**src/mp_regs.svh**
```systemverilog
// Register indices, field positions, reset values and timing counts of the PHY pin block
`ifndef MP_REGS_SVH
`define MP_REGS_SVH
`define MP_REG_CTRL       5'h00
`define MP_REG_STAT       5'h01
`define MP_REG_ADV        5'h04
`define MP_REG_CFG        5'h10
`define MP_REG_STAT2      5'h11
`define MP_REG_IE         5'h12
`define MP_REG_SC         5'h13
`define MP_REG_LED        5'h14
`define MP_CTRL_RESET     15
`define MP_CTRL_SPEED     13
`define MP_CTRL_AUTONEG   12
`define MP_CTRL_DUPLEX    8
`define MP_STAT_RESET     16'h7809
`define MP_STAT_LINK      2
`define MP_ADV_RESET      16'h01e1
`define MP_ADV_PAUSE      10
`define MP_CFG_FIBER      0
`define MP_CFG_SLEEP      6
`define MP_STAT2_SPEED    14
`define MP_STAT2_LINK     10
`define MP_STAT2_DUPLEX   9
`define MP_IE_ENABLE      1
`define MP_SC_LINK        4
`define MP_SC_SPEED       3
`define MP_SC_DUPLEX      2
`define MP_LED_RESET      16'h0420
`define MP_CLK_KHZ        10000
`define MP_RST_EXT_US     258
`define MP_RST_EXT_CYC    ((`MP_RST_EXT_US * `MP_CLK_KHZ) / 1000)
`define MP_CLK_10M_KHZ    2500
`define MP_HALF_10M       (`MP_CLK_KHZ / (2 * `MP_CLK_10M_KHZ))
`define MP_HALF_100M      1
`define MP_PREAMBLE       32
`define MP_ST             2'b01
`define MP_OP_RD          2'b10
`define MP_OP_WR          2'b01
`endif

```
**src/mp_pkg.sv**
```systemverilog
// Types shared by the PHY pin block
package mp_pkg;
  typedef struct packed {
    logic [3:0] data;
    logic       valid;
    logic       error;
  } mp_rx_t;
  typedef struct packed {
    logic [3:0] data;
    logic       en;
    logic       er;
  } mp_tx_t;
  typedef struct packed {
    logic [3:0] data;
    logic       valid;
    logic       error;
    logic       carrier;
    logic       collision;
    logic       link;
  } mp_line_rx_t;
  typedef struct packed {
    logic       rst_n;
    logic       mdc;
    logic       mdio;
    logic       mdis;
    logic       sdms;
    logic       pause;
    logic       sleep;
    logic       pdown;
    logic [4:0] addr;
    logic [2:0] cfg;
    mp_tx_t     tx;
  } mp_pins_t;
  typedef enum logic [1:0] {MP_IDLE, MP_HDR, MP_XFER} mp_mdio_st_t;
endpackage

```
**src/mp_phy_pins.sv**
```systemverilog
// PHY digital pin logic: MII clocks and data, management port, straps, reset, LEDs
`timescale 1ns/1ps
`include "mp_regs.svh"

module mp_phy_pins
  import mp_pkg::*;
(
  // Clock and reset
  input  wire logic        clock,
  input  wire logic        reset,
  // MII toward the MAC
  output logic             tx_clk,
  input  wire mp_tx_t      mii_tx,
  output logic             rx_clk,
  output mp_rx_t           mii_rx,
  output logic             crs,
  output logic             col,
  // Management port
  input  wire logic        mdc,
  input  wire logic        mdio_in,
  output logic             mdio_out,
  output logic             mdio_oe,
  input  wire logic        mgmt_port_disable,
  output logic             status_change_irq_n_out,
  output logic             status_change_irq_n_oe,
  // Straps and control pins
  input  wire logic        reset_pin_n,
  input  wire logic        signal_detect_media_select,
  input  wire logic        pause_pin,
  input  wire logic        sleep_pin,
  input  wire logic        power_down_pin,
  input  wire logic [4:0]  phy_address_strap,
  input  wire logic [2:0]  led_config_pin_in,
  output logic      [2:0]  led_config_pin_out,
  output logic      [2:0]  led_config_pin_oe,
  // Line side coding logic
  input  wire mp_line_rx_t line_rx,
  output mp_tx_t           line_tx,
  output logic             sleep_mode,
  output logic             power_down_mode,
  // Local register port
  input  wire logic [4:0]  reg_addr,
  input  wire logic [15:0] reg_wdata,
  input  wire logic        reg_write,
  input  wire logic        reg_read,
  output logic      [15:0] reg_rdata
);

  ////////////////////////////////////////////////////////////////////////////
  // Pin synchronisers
  mp_pins_t    pin_raw;
  mp_pins_t    pin_s1;
  mp_pins_t    pins;

  always_comb
  begin
    pin_raw = '{rst_n: reset_pin_n, mdc: mdc, mdio: mdio_in, mdis: mgmt_port_disable,
                sdms: signal_detect_media_select, pause: pause_pin, sleep: sleep_pin,
                pdown: power_down_pin, addr: phy_address_strap, cfg: led_config_pin_in,
                tx: mii_tx};
  end

  // Two flops on every outside input
  always_ff @(posedge clock)
  begin
    if (reset)
    begin
      pin_s1 <= '{rst_n: 1'b1, default: '0};
      pins   <= '{rst_n: 1'b1, default: '0};
    end
    else
    begin
      pin_s1 <= pin_raw;
      pins   <= pin_s1;
    end
  end

  ////////////////////////////////////////////////////////////////////////////
  // Reset extension and strap capture
  logic [11:0] ext_cnt;
  logic [11:0] next_ext_cnt;
  logic        in_reset;
  logic [4:0]  phy_addr;
  logic [4:0]  next_phy_addr;
  logic [15:0] ctrl;
  logic [15:0] next_ctrl;

  assign in_reset = (ext_cnt != 12'h000);

  // Pin or soft reset reloads the extension count
  always_comb
  begin
    if (!pins.rst_n || ctrl[`MP_CTRL_RESET])
      next_ext_cnt = 12'(`MP_RST_EXT_CYC);
    else if (in_reset)
      next_ext_cnt = ext_cnt - 12'h001;
    else
      next_ext_cnt = ext_cnt;
    next_phy_addr = in_reset ? pins.addr : phy_addr;
  end

  always_ff @(posedge clock)
  begin
    if (reset)
    begin
      ext_cnt  <= 12'(`MP_RST_EXT_CYC);
      phy_addr <= 5'h00;
    end
    else
    begin
      ext_cnt  <= next_ext_cnt;
      phy_addr <= next_phy_addr;
    end
  end

  ////////////////////////////////////////////////////////////////////////////
  // Mode decode
  logic fiber_mode;
  logic speed_100;
  logic full_duplex;
  logic link_up;
  logic sleeping;
  logic [15:0] cfg;
  logic [15:0] next_cfg;

  assign fiber_mode  = cfg[`MP_CFG_FIBER];
  assign speed_100   = ctrl[`MP_CTRL_SPEED];
  assign full_duplex = ctrl[`MP_CTRL_DUPLEX];
  assign link_up     = fiber_mode ? pins.sdms : line_rx.link;
  assign sleeping    = pins.mdis ? pins.sleep : cfg[`MP_CFG_SLEEP];

  ////////////////////////////////////////////////////////////////////////////
  // MII clock divider
  logic [1:0] div_cnt;
  logic [1:0] next_div_cnt;
  logic       mii_clk;
  logic       next_mii_clk;
  logic       clk_rise;
  logic       clk_fall;
  logic       quiet;

  assign quiet = sleeping || pins.pdown;

  // Half period of 2 cycles at 10 Mb/s, 1 cycle at 100 Mb/s
  always_comb
  begin
    next_div_cnt = div_cnt;
    next_mii_clk = mii_clk;
    clk_rise     = 1'b0;
    clk_fall     = 1'b0;
    if (in_reset)
    begin
      next_div_cnt = 2'h0;
      next_mii_clk = 1'b1;
    end
    else if (quiet)
    begin
      next_div_cnt = 2'h0;
      next_mii_clk = 1'b0;
    end
    else if (div_cnt >= (speed_100 ? 2'(`MP_HALF_100M) : 2'(`MP_HALF_10M)) - 2'h1)
    begin
      next_div_cnt = 2'h0;
      next_mii_clk = !mii_clk;
      clk_rise     = !mii_clk;
      clk_fall     = mii_clk;
    end
    else
      next_div_cnt = div_cnt + 2'h1;
  end

  always_ff @(posedge clock)
  begin
    if (reset)
    begin
      div_cnt <= 2'h0;
      mii_clk <= 1'b1;
    end
    else
    begin
      div_cnt <= next_div_cnt;
      mii_clk <= next_mii_clk;
    end
  end

  assign tx_clk = mii_clk;
  assign rx_clk = mii_clk;

  ////////////////////////////////////////////////////////////////////////////
  // MII data paths, carrier and collision
  mp_tx_t next_line_tx;
  mp_rx_t next_mii_rx;
  logic   next_crs;
  logic   next_col;
  logic   carrier;

  // Full duplex counts only receive activity
  assign carrier = line_rx.carrier || (!full_duplex && pins.tx.en);

  always_comb
  begin
    next_line_tx = line_tx;
    next_mii_rx  = mii_rx;
    next_crs     = crs;
    if (in_reset || quiet)
    begin
      next_line_tx = '0;
      next_mii_rx  = '0;
      next_crs     = 1'b0;
    end
    else
    begin
      if (clk_rise)
        next_line_tx = pins.tx;
      if (clk_fall)
        next_mii_rx = '{data: line_rx.data, valid: line_rx.valid,
                        error: line_rx.error};
      if (carrier)
        next_crs = 1'b1;
      else if (clk_fall)
        next_crs = 1'b0;
    end
    next_col = !in_reset && !quiet && !full_duplex && line_rx.collision;
  end

  always_ff @(posedge clock)
  begin
    if (reset)
    begin
      line_tx <= '0;
      mii_rx  <= '0;
      crs     <= 1'b0;
      col     <= 1'b0;
    end
    else
    begin
      line_tx <= next_line_tx;
      mii_rx  <= next_mii_rx;
      crs     <= next_crs;
      col     <= next_col;
    end
  end

  ////////////////////////////////////////////////////////////////////////////
  // Management frames and register file
  mp_mdio_st_t mst;
  mp_mdio_st_t next_mst;
  logic        mdc_d;
  logic        mdc_rise;
  logic        mdc_fall;
  logic [5:0]  pre_cnt;
  logic [5:0]  next_pre_cnt;
  logic [12:0] hdr;
  logic [12:0] next_hdr;
  logic [4:0]  bit_cnt;
  logic [4:0]  next_bit_cnt;
  logic [15:0] shreg;
  logic [15:0] next_shreg;
  logic        is_read;
  logic        next_is_read;
  logic [4:0]  reg_sel;
  logic [4:0]  next_reg_sel;
  logic        next_mdio_out;
  logic        next_mdio_oe;
  logic [13:0] frame;
  logic        md_wr;
  logic        md_rd_sc;
  logic [15:0] adv;
  logic [15:0] next_adv;
  logic [15:0] ie;
  logic [15:0] next_ie;
  logic [15:0] sc;
  logic [15:0] next_sc;
  logic [15:0] ledc;
  logic [15:0] next_ledc;
  logic [15:0] next_reg_rdata;
  logic [2:0]  prev_state;
  logic [2:0]  next_prev_state;

  assign mdc_rise = pins.mdc && !mdc_d;
  assign mdc_fall = !pins.mdc && mdc_d;
  assign frame    = {hdr, pins.mdio};

  // Read view of the register file
  function automatic logic [15:0] reg_value(input logic [4:0] a);
    logic [15:0] v;
    v = 16'h0000;
    unique case (a)
      `MP_REG_CTRL:  v = ctrl;
      `MP_REG_STAT:  v = `MP_STAT_RESET | (16'(link_up) << `MP_STAT_LINK);
      `MP_REG_ADV:   v = adv;
      `MP_REG_CFG:   v = cfg;
      `MP_REG_STAT2: v = (16'(speed_100) << `MP_STAT2_SPEED)
                       | (16'(link_up) << `MP_STAT2_LINK)
                       | (16'(full_duplex) << `MP_STAT2_DUPLEX);
      `MP_REG_IE:    v = ie;
      `MP_REG_SC:    v = sc;
      `MP_REG_LED:   v = ledc;
      default:       v = 16'h0000;
    endcase
    return v;
  endfunction

  // Frame decoder: preamble, 14 header bits, turnaround, 16 data bits
  always_comb
  begin
    next_mst      = mst;
    next_pre_cnt  = pre_cnt;
    next_hdr      = hdr;
    next_bit_cnt  = bit_cnt;
    next_shreg    = shreg;
    next_is_read  = is_read;
    next_reg_sel  = reg_sel;
    next_mdio_out = mdio_out;
    next_mdio_oe  = mdio_oe;
    md_wr         = 1'b0;
    md_rd_sc      = 1'b0;
    if (in_reset || pins.mdis)
    begin
      next_mst     = MP_IDLE;
      next_pre_cnt = 6'h00;
      next_mdio_oe = 1'b0;
      next_mdio_out = 1'b0;
    end
    else if (mdc_rise)
    begin
      unique case (mst)
        MP_IDLE:
        begin
          if (pins.mdio)
            next_pre_cnt = (pre_cnt == 6'(`MP_PREAMBLE)) ? pre_cnt : pre_cnt + 6'h01;
          else if (pre_cnt == 6'(`MP_PREAMBLE))
          begin
            next_mst     = MP_HDR;
            next_hdr     = 13'h0000;
            next_bit_cnt = 5'h01;
          end
          else
            next_pre_cnt = 6'h00;
        end
        MP_HDR:
        begin
          next_hdr     = frame[12:0];
          next_bit_cnt = bit_cnt + 5'h01;
          next_pre_cnt = 6'h00;
          if (bit_cnt == 5'h0d)
          begin
            next_reg_sel = frame[4:0];
            next_bit_cnt = 5'h00;
            next_is_read = (frame[11:10] == `MP_OP_RD);
            next_shreg   = reg_value(frame[4:0]);
            // Only a well-formed frame for our address proceeds
            if (frame[13:12] == `MP_ST && frame[9:5] == phy_addr
                && (frame[11:10] == `MP_OP_RD || frame[11:10] == `MP_OP_WR))
            begin
              next_mst = MP_XFER;
              md_rd_sc = (frame[11:10] == `MP_OP_RD) && (frame[4:0] == `MP_REG_SC);
            end
            else
              next_mst = MP_IDLE;
          end
        end
        MP_XFER:
        begin
          next_bit_cnt = bit_cnt + 5'h01;
          if (!is_read && bit_cnt >= 5'h02)
            next_shreg = {shreg[14:0], pins.mdio};
          if (bit_cnt == 5'h11)
          begin
            next_mst = MP_IDLE;
            md_wr    = !is_read;
          end
        end
      endcase
    end
    else if (mdc_fall)
    begin
      if (mst == MP_XFER && is_read && bit_cnt == 5'h01)
      begin
        next_mdio_oe  = 1'b1;
        next_mdio_out = 1'b0;
      end
      else if (mst == MP_XFER && is_read && bit_cnt >= 5'h02)
      begin
        next_mdio_oe  = 1'b1;
        next_mdio_out = shreg[15];
        next_shreg    = {shreg[14:0], 1'b0};
      end
      else
        next_mdio_oe = 1'b0;
    end
  end

  // Register updates: reset loads strap defaults, then both ports may write
  always_comb
  begin
    next_ctrl = ctrl;
    next_adv  = adv;
    next_cfg  = cfg;
    next_ie   = ie;
    next_sc   = sc;
    next_ledc = ledc;
    next_prev_state = {link_up, speed_100, full_duplex};
    next_reg_rdata  = reg_read ? reg_value(reg_addr) : 16'h0000;
    if (in_reset)
    begin
      next_ctrl = (16'(pins.cfg[1]) << `MP_CTRL_SPEED)
                | (16'(pins.cfg[0]) << `MP_CTRL_AUTONEG)
                | (16'(pins.cfg[2]) << `MP_CTRL_DUPLEX);
      next_adv  = `MP_ADV_RESET | (16'(pins.pause) << `MP_ADV_PAUSE);
      next_cfg  = 16'(pins.sdms) << `MP_CFG_FIBER;
      next_ie   = 16'h0000;
      next_sc   = 16'h0000;
      next_ledc = `MP_LED_RESET;
    end
    else
    begin
      if (reg_write)
      begin
        unique case (reg_addr)
          `MP_REG_CTRL: next_ctrl = reg_wdata;
          `MP_REG_ADV:  next_adv  = reg_wdata;
          `MP_REG_CFG:  next_cfg  = reg_wdata;
          `MP_REG_IE:   next_ie   = reg_wdata;
          `MP_REG_LED:  next_ledc = reg_wdata;
          default:      next_ctrl = ctrl;
        endcase
      end
      if (md_wr)
      begin
        unique case (reg_sel)
          `MP_REG_CTRL: next_ctrl = {shreg[14:0], pins.mdio};
          `MP_REG_ADV:  next_adv  = {shreg[14:0], pins.mdio};
          `MP_REG_CFG:  next_cfg  = {shreg[14:0], pins.mdio};
          `MP_REG_IE:   next_ie   = {shreg[14:0], pins.mdio};
          `MP_REG_LED:  next_ledc = {shreg[14:0], pins.mdio};
          default:      next_ctrl = ctrl;
        endcase
      end
      // Read clears, a change in the same cycle still sets
      if (md_rd_sc || (reg_read && reg_addr == `MP_REG_SC))
        next_sc = 16'h0000;
      next_sc[`MP_SC_LINK]   = next_sc[`MP_SC_LINK]   | (prev_state[2] != link_up);
      next_sc[`MP_SC_SPEED]  = next_sc[`MP_SC_SPEED]  | (prev_state[1] != speed_100);
      next_sc[`MP_SC_DUPLEX] = next_sc[`MP_SC_DUPLEX] | (prev_state[0] != full_duplex);
    end
  end

  always_ff @(posedge clock)
  begin
    if (reset)
    begin
      mst        <= MP_IDLE;
      mdc_d      <= 1'b0;
      pre_cnt    <= 6'h00;
      hdr        <= 13'h0000;
      bit_cnt    <= 5'h00;
      shreg      <= 16'h0000;
      is_read    <= 1'b0;
      reg_sel    <= 5'h00;
      mdio_out   <= 1'b0;
      mdio_oe    <= 1'b0;
      ctrl       <= 16'h0000;
      adv        <= `MP_ADV_RESET;
      cfg        <= 16'h0000;
      ie         <= 16'h0000;
      sc         <= 16'h0000;
      ledc       <= `MP_LED_RESET;
      prev_state <= 3'h0;
      reg_rdata  <= 16'h0000;
    end
    else
    begin
      mst        <= next_mst;
      mdc_d      <= pins.mdc;
      pre_cnt    <= next_pre_cnt;
      hdr        <= next_hdr;
      bit_cnt    <= next_bit_cnt;
      shreg      <= next_shreg;
      is_read    <= next_is_read;
      reg_sel    <= next_reg_sel;
      mdio_out   <= next_mdio_out;
      mdio_oe    <= next_mdio_oe;
      ctrl       <= next_ctrl;
      adv        <= next_adv;
      cfg        <= next_cfg;
      ie         <= next_ie;
      sc         <= next_sc;
      ledc       <= next_ledc;
      prev_state <= next_prev_state;
      reg_rdata  <= next_reg_rdata;
    end
  end

  ////////////////////////////////////////////////////////////////////////////
  // LEDs, interrupt pin and power modes
  logic [2:0] led_sel;

  // Each LED picks its status by a 4-bit code, LED1 in the top nibble
  genvar gi;
  generate
    for (gi = 0; gi < 3; gi++)
    begin : g_led
      logic [3:0] code;
      assign code = ledc[15 - 4 * gi -: 4];
      assign led_sel[gi] = (code == 4'h0) ? speed_100 :
                           (code == 4'h1) ? line_tx.en :
                           (code == 4'h2) ? mii_rx.valid :
                           (code == 4'h3) ? col :
                           (code == 4'h4) ? link_up :
                           (code == 4'h5) ? full_duplex :
                           (code == 4'h7);
    end
  endgenerate

  always_ff @(posedge clock)
  begin
    if (reset)
    begin
      led_config_pin_out      <= 3'h0;
      led_config_pin_oe       <= 3'h0;
      status_change_irq_n_out <= 1'b0;
      status_change_irq_n_oe  <= 1'b0;
      sleep_mode              <= 1'b0;
      power_down_mode         <= 1'b0;
    end
    else
    begin
      led_config_pin_out      <= in_reset ? 3'h0 : led_sel;
      led_config_pin_oe       <= in_reset ? 3'h0 : 3'h7;
      status_change_irq_n_out <= 1'b0;
      status_change_irq_n_oe  <= !in_reset && ie[`MP_IE_ENABLE] && (sc != 16'h0000);
      sleep_mode              <= !in_reset && sleeping;
      power_down_mode         <= pins.pdown;
    end
  end

endmodule

```
**config.mk**
```make
export PLATFORM = sky130hd
export DESIGN_NAME = mp_phy_pins
export DESIGN_NICKNAME = d
export VERILOG_FILES = /design/src/mp_pkg.sv /design/src/mp_phy_pins.sv
export VERILOG_INCLUDE_DIRS = /design/src
export SDC_FILE = /design/constraint.sdc
export NUM_CORES = 1
export LEC_CHECK = 0
export BUFFER_PORTS_ARGS = -buffer_cell sky130_fd_sc_hd__buf_2
export CORE_UTILIZATION = 50
export CTS_CLUSTER_SIZE = 10
export DETAILED_ROUTE_END_ITERATION = 8
export PLACE_DENSITY = 0.71
export SYNTH_ARGS = -nofsm -noshare
export SYNTH_HDL_FRONTEND = slang
export SYNTH_SLANG_ARGS = --single-unit
export TNS_END_PERCENT = 100
```
**constraint.sdc**
```tcl
create_clock -name clock -period 4.5 [get_ports clock]
set_input_delay 0.45 -clock clock [delete_from_list [all_inputs] [get_ports clock]]
set_output_delay 0.45 -clock clock [all_outputs]
set_load 0.02 [all_outputs]
```
==> metrics.md <==
| Metric | Value |
|---|---|
| DRC | 7 |
| Period Utilization, post-route | 73.18% |
| Final net count | 1348 |
| Pwr dens | between 300 and 400 mW/mm² |
| Crit path kind | reg2reg |
| Startpoint Class | register |
| Vias in the first global route | between 9k and 10k |
| Clk_lat worst skew | between 0.5 and 0.6 ns |
| WP data arrival | 3.65 ns |
| Initial antenna violation count | 1 |
| Area of the multi-input gates | approximately 0.0061 mm² |
| Via count | around 9.9k |
| Largest net degree at the start of global routing | 79 |
| EDFF count, synth | 0 |
| CTS max path bufs | 3 |
| Slew Viols, Final | 0 |
| Cts bufs inserted | 28 |
| Synthesized cell area | approximately 0.011 mm² |
| Reg2Reg Depth | 7 |
| Via/cell ratio | about 6.3 |
| Cell leakage power | 5.325 nW |
| HPWL Detailed | between 20000 and 25000 µm |
| Core area | around 0.022 mm² |
| Remaining Overflow, GRT | 0 |
| Die Span X | 152.7 µm |
| Routed Wire Length | about 33000 µm |
| Worst setup EP type | register |
| Async SR Flop Fraction | 0% |
| Sequential share of the synthesized area | roughly two fifths |
| TritonCTS Sinks | roughly 240 |
| Synth area leaders | dfxtp_1, mux2i_1, mux2_2, nor2_1, a211oi_1 |
| Share of post-route cells with drive strength above 1 | around 17% |
| Placed insts | ~1.5k |
| Max Cap Viol | 0 |
| Clk_skew | roughly 0.019 ns |
| First-pass DRT Iterations | 8 |
| Worst endpoint required time | 4.86 ns |
| Total number of yosys warnings | 0 |
| Hold buffers post-CTS | 0 |
| Outcome | finished, violations left |
| Worst Tran Pin Value | approximately 1.3 ns |
| Final setup fails | 0 |
| Tmin final | ~3.3 ns |
| Cells after Synth | 1216 |
| Routed Antenna Nets | 0 |
| Fillers | approximately 1.9k |
| Most numerous cell in the Yosys netlist | dfxtp_1 |
| Post-synth top cells | dfxtp_1, nor2_1, mux2i_1, clkbuf_1, nand2_1 |
| Setup TNS after final layout | 0 ns |
| Number of port buffers | between 90 and 100 |
| Area grow syn2layout | 12.64% |
| R2r setup slk | around 1.2 ns |
| Tightest Hold Check Type | in2reg |
| Register area | around 0.0048 mm² |
| First-pass GRT wire length | ~53000 µm |
| Routed length per instance | around 21 µm |
| Failing checks | design-rule violations |
| H-tree Lvls | 1 |
| DRT iter0 DRCs | around 1.3k |
| # Post-CTS Setup Buffers | 0 |
| Clock slew at reported path FFs | ~0.06 ns |
| Worst vdd ir | about 0.25 mV |
| Avg Cell Area, Syn | 9.336 µm² |
| FF+latch count, synth | around 240 |
| Synth top area share | 41.97% |
| Clk root buf | clkbuf_16 |
| CTS tree | yes |
| Yosys cell types | 81 |
| Maximum clock rate | between 300 and 400 MHz |
| Die Y | around 150 µm |
| Initial Util | between 50% and 60% |
| Mapped Nets | 1286 |
| CP max FO | 32 |
| Diodes inserted | 0 |
| I/O Pins | 100 |
| Num rows | between 50 and 60 |
| Die ar. | approximately 0.023 mm² |
| Area leader, netlist | dfxtp_1 |
| Gr usage total | 28.44% |
| RSZ-0062 raised after global routing | false |
| Hold Path Depth | 2 |
| Synth Flop Type | dfxtp_1 |
| Max_slew headroom | between 10% and 20% |
| Fin cells | roughly 1.6k |
| Post-cts resize count | 0 |
| Final Hold Viols | 0 |
| GPL Wtd Cong | a little over 0.9 |
-- registers in the layout, summed over array words and instances, names as in the netlist, 2 cells and up --
register / flops
adv: 16
bit_cnt: 5
cfg: 16
ctrl: 16
div_cnt: 2
ext_cnt: 12
hdr: 13
ie: 16
led_config_pin_out: 3
ledc: 16
line_tx: 6
mii_rx: 6
mst: 2
phy_addr: 5
pin_s1: 22
pins: 21
pre_cnt: 6
prev_state: 3
reg_rdata: 16
reg_sel: 5
sc: 3
shreg: 16
-- placed cells by master, fill, tap and decap left out, drive strengths merged, types with 11 or more instances in the layout --
cell	netlist	layout
dfxtp	238	238
nor2	129	129
buf	16	120
mux2i	107	107
nand2	68	68
a211oi	56	56
nor2b	52	52
mux2	43	43
o21ai	38	38
clkbuf	72	37
a21oi	34	34
a22o	28	28
a22oi	27	27
nand3	26	26
inv	25	25
nor3	20	20
a31oi	16	16
ha	14	14
a221oi	13	13
nand2b	12	12
and3	11	11
xor2	11	11
-- worst paths after layout --
kind	start	to
worst max-delay path	mst[0]	ledc[12]
worst min-delay path	reset_pin_n	pin_s1[21]
worst max register to register	mst[0]	ledc[12]
worst min register to register	pin_s1[21]	pins[21]
-- power breakdown --
group	total [mW]	internal [mW]	switching [mW]
Combinational	0.183	0.0692	0.114
Clock	2.03	1.20	0.829
Sequential	2.15	2.14	0.0181
-- critical path: stages, from the launching register on --
cell and delay, ns:
dfxtp_1 0.32, inv_1 0.10, ha_1 0.35, nor4bb_1 0.62, nand4_1 0.23, or4b_1 1.07
nor2_1 0.33, a211oi_1 0.08
-- stage by stage --
step / area [µm²] / power, mW / utilization (%) / setup slack [ns] / hold slack (ns)
4_1_cts: 12790 / 4.398 / 58.06 / 1.312 / 0.09137
6_report: 12790 / 4.370 / 58.06 / 1.207 / 0.1071
5_1_grt: 12790 / 4.506 / 58.06 / 1.042 / 0.09926
3_3_place_gp: 11990 / 2.373 / 54.44 / 1.425 / 0.3940
2_1_floorplan: 11350 / 2.303 / - / 2.236 / 0.3895
3_5_place_dp: 11990 / 2.378 / 54.44 / 1.321 / 0.3948
-- layer usage --
metal,part of all wire (%),GRT usage [%]
met3,11,5.546
met2,43,43.36
met1,43,39.70
met4,3.1,10.63
met5,0,0
-- cell type report --
| cell class | instances | area share (%) |
|---|---|---|
| flip-flops and latches | 238 | 37.26 |
| multi-input cells | 864 | 47.89 |
| well taps | 280 | 2.740 |
| repair buffers | 120 | 5.127 |
| inverters | 26 | 0.7632 |
| clock buffers | 37 | 6.223 |
-- logic make-up (layout without fill, tap and decap cells) --
group | count (synthesis) | count (layout) | share of synthesized area (%)
DFF | 238 | 238 | 41.97
adders and majority gates | 14 | 14 | 1.543
muxes | 151 | 151 | 13.90
other | 1 | 1 | 0.03303
buffers and inverters | 114 | 183 | 4.254
AOI/OAI and AO/OA | 287 | 287 | 18.69
and+or+nand+nor | 390 | 390 | 17.99
xor gates and xnor gates | 21 | 21 | 1.620
Note: power is estimated with default switching activity, not from simulation.
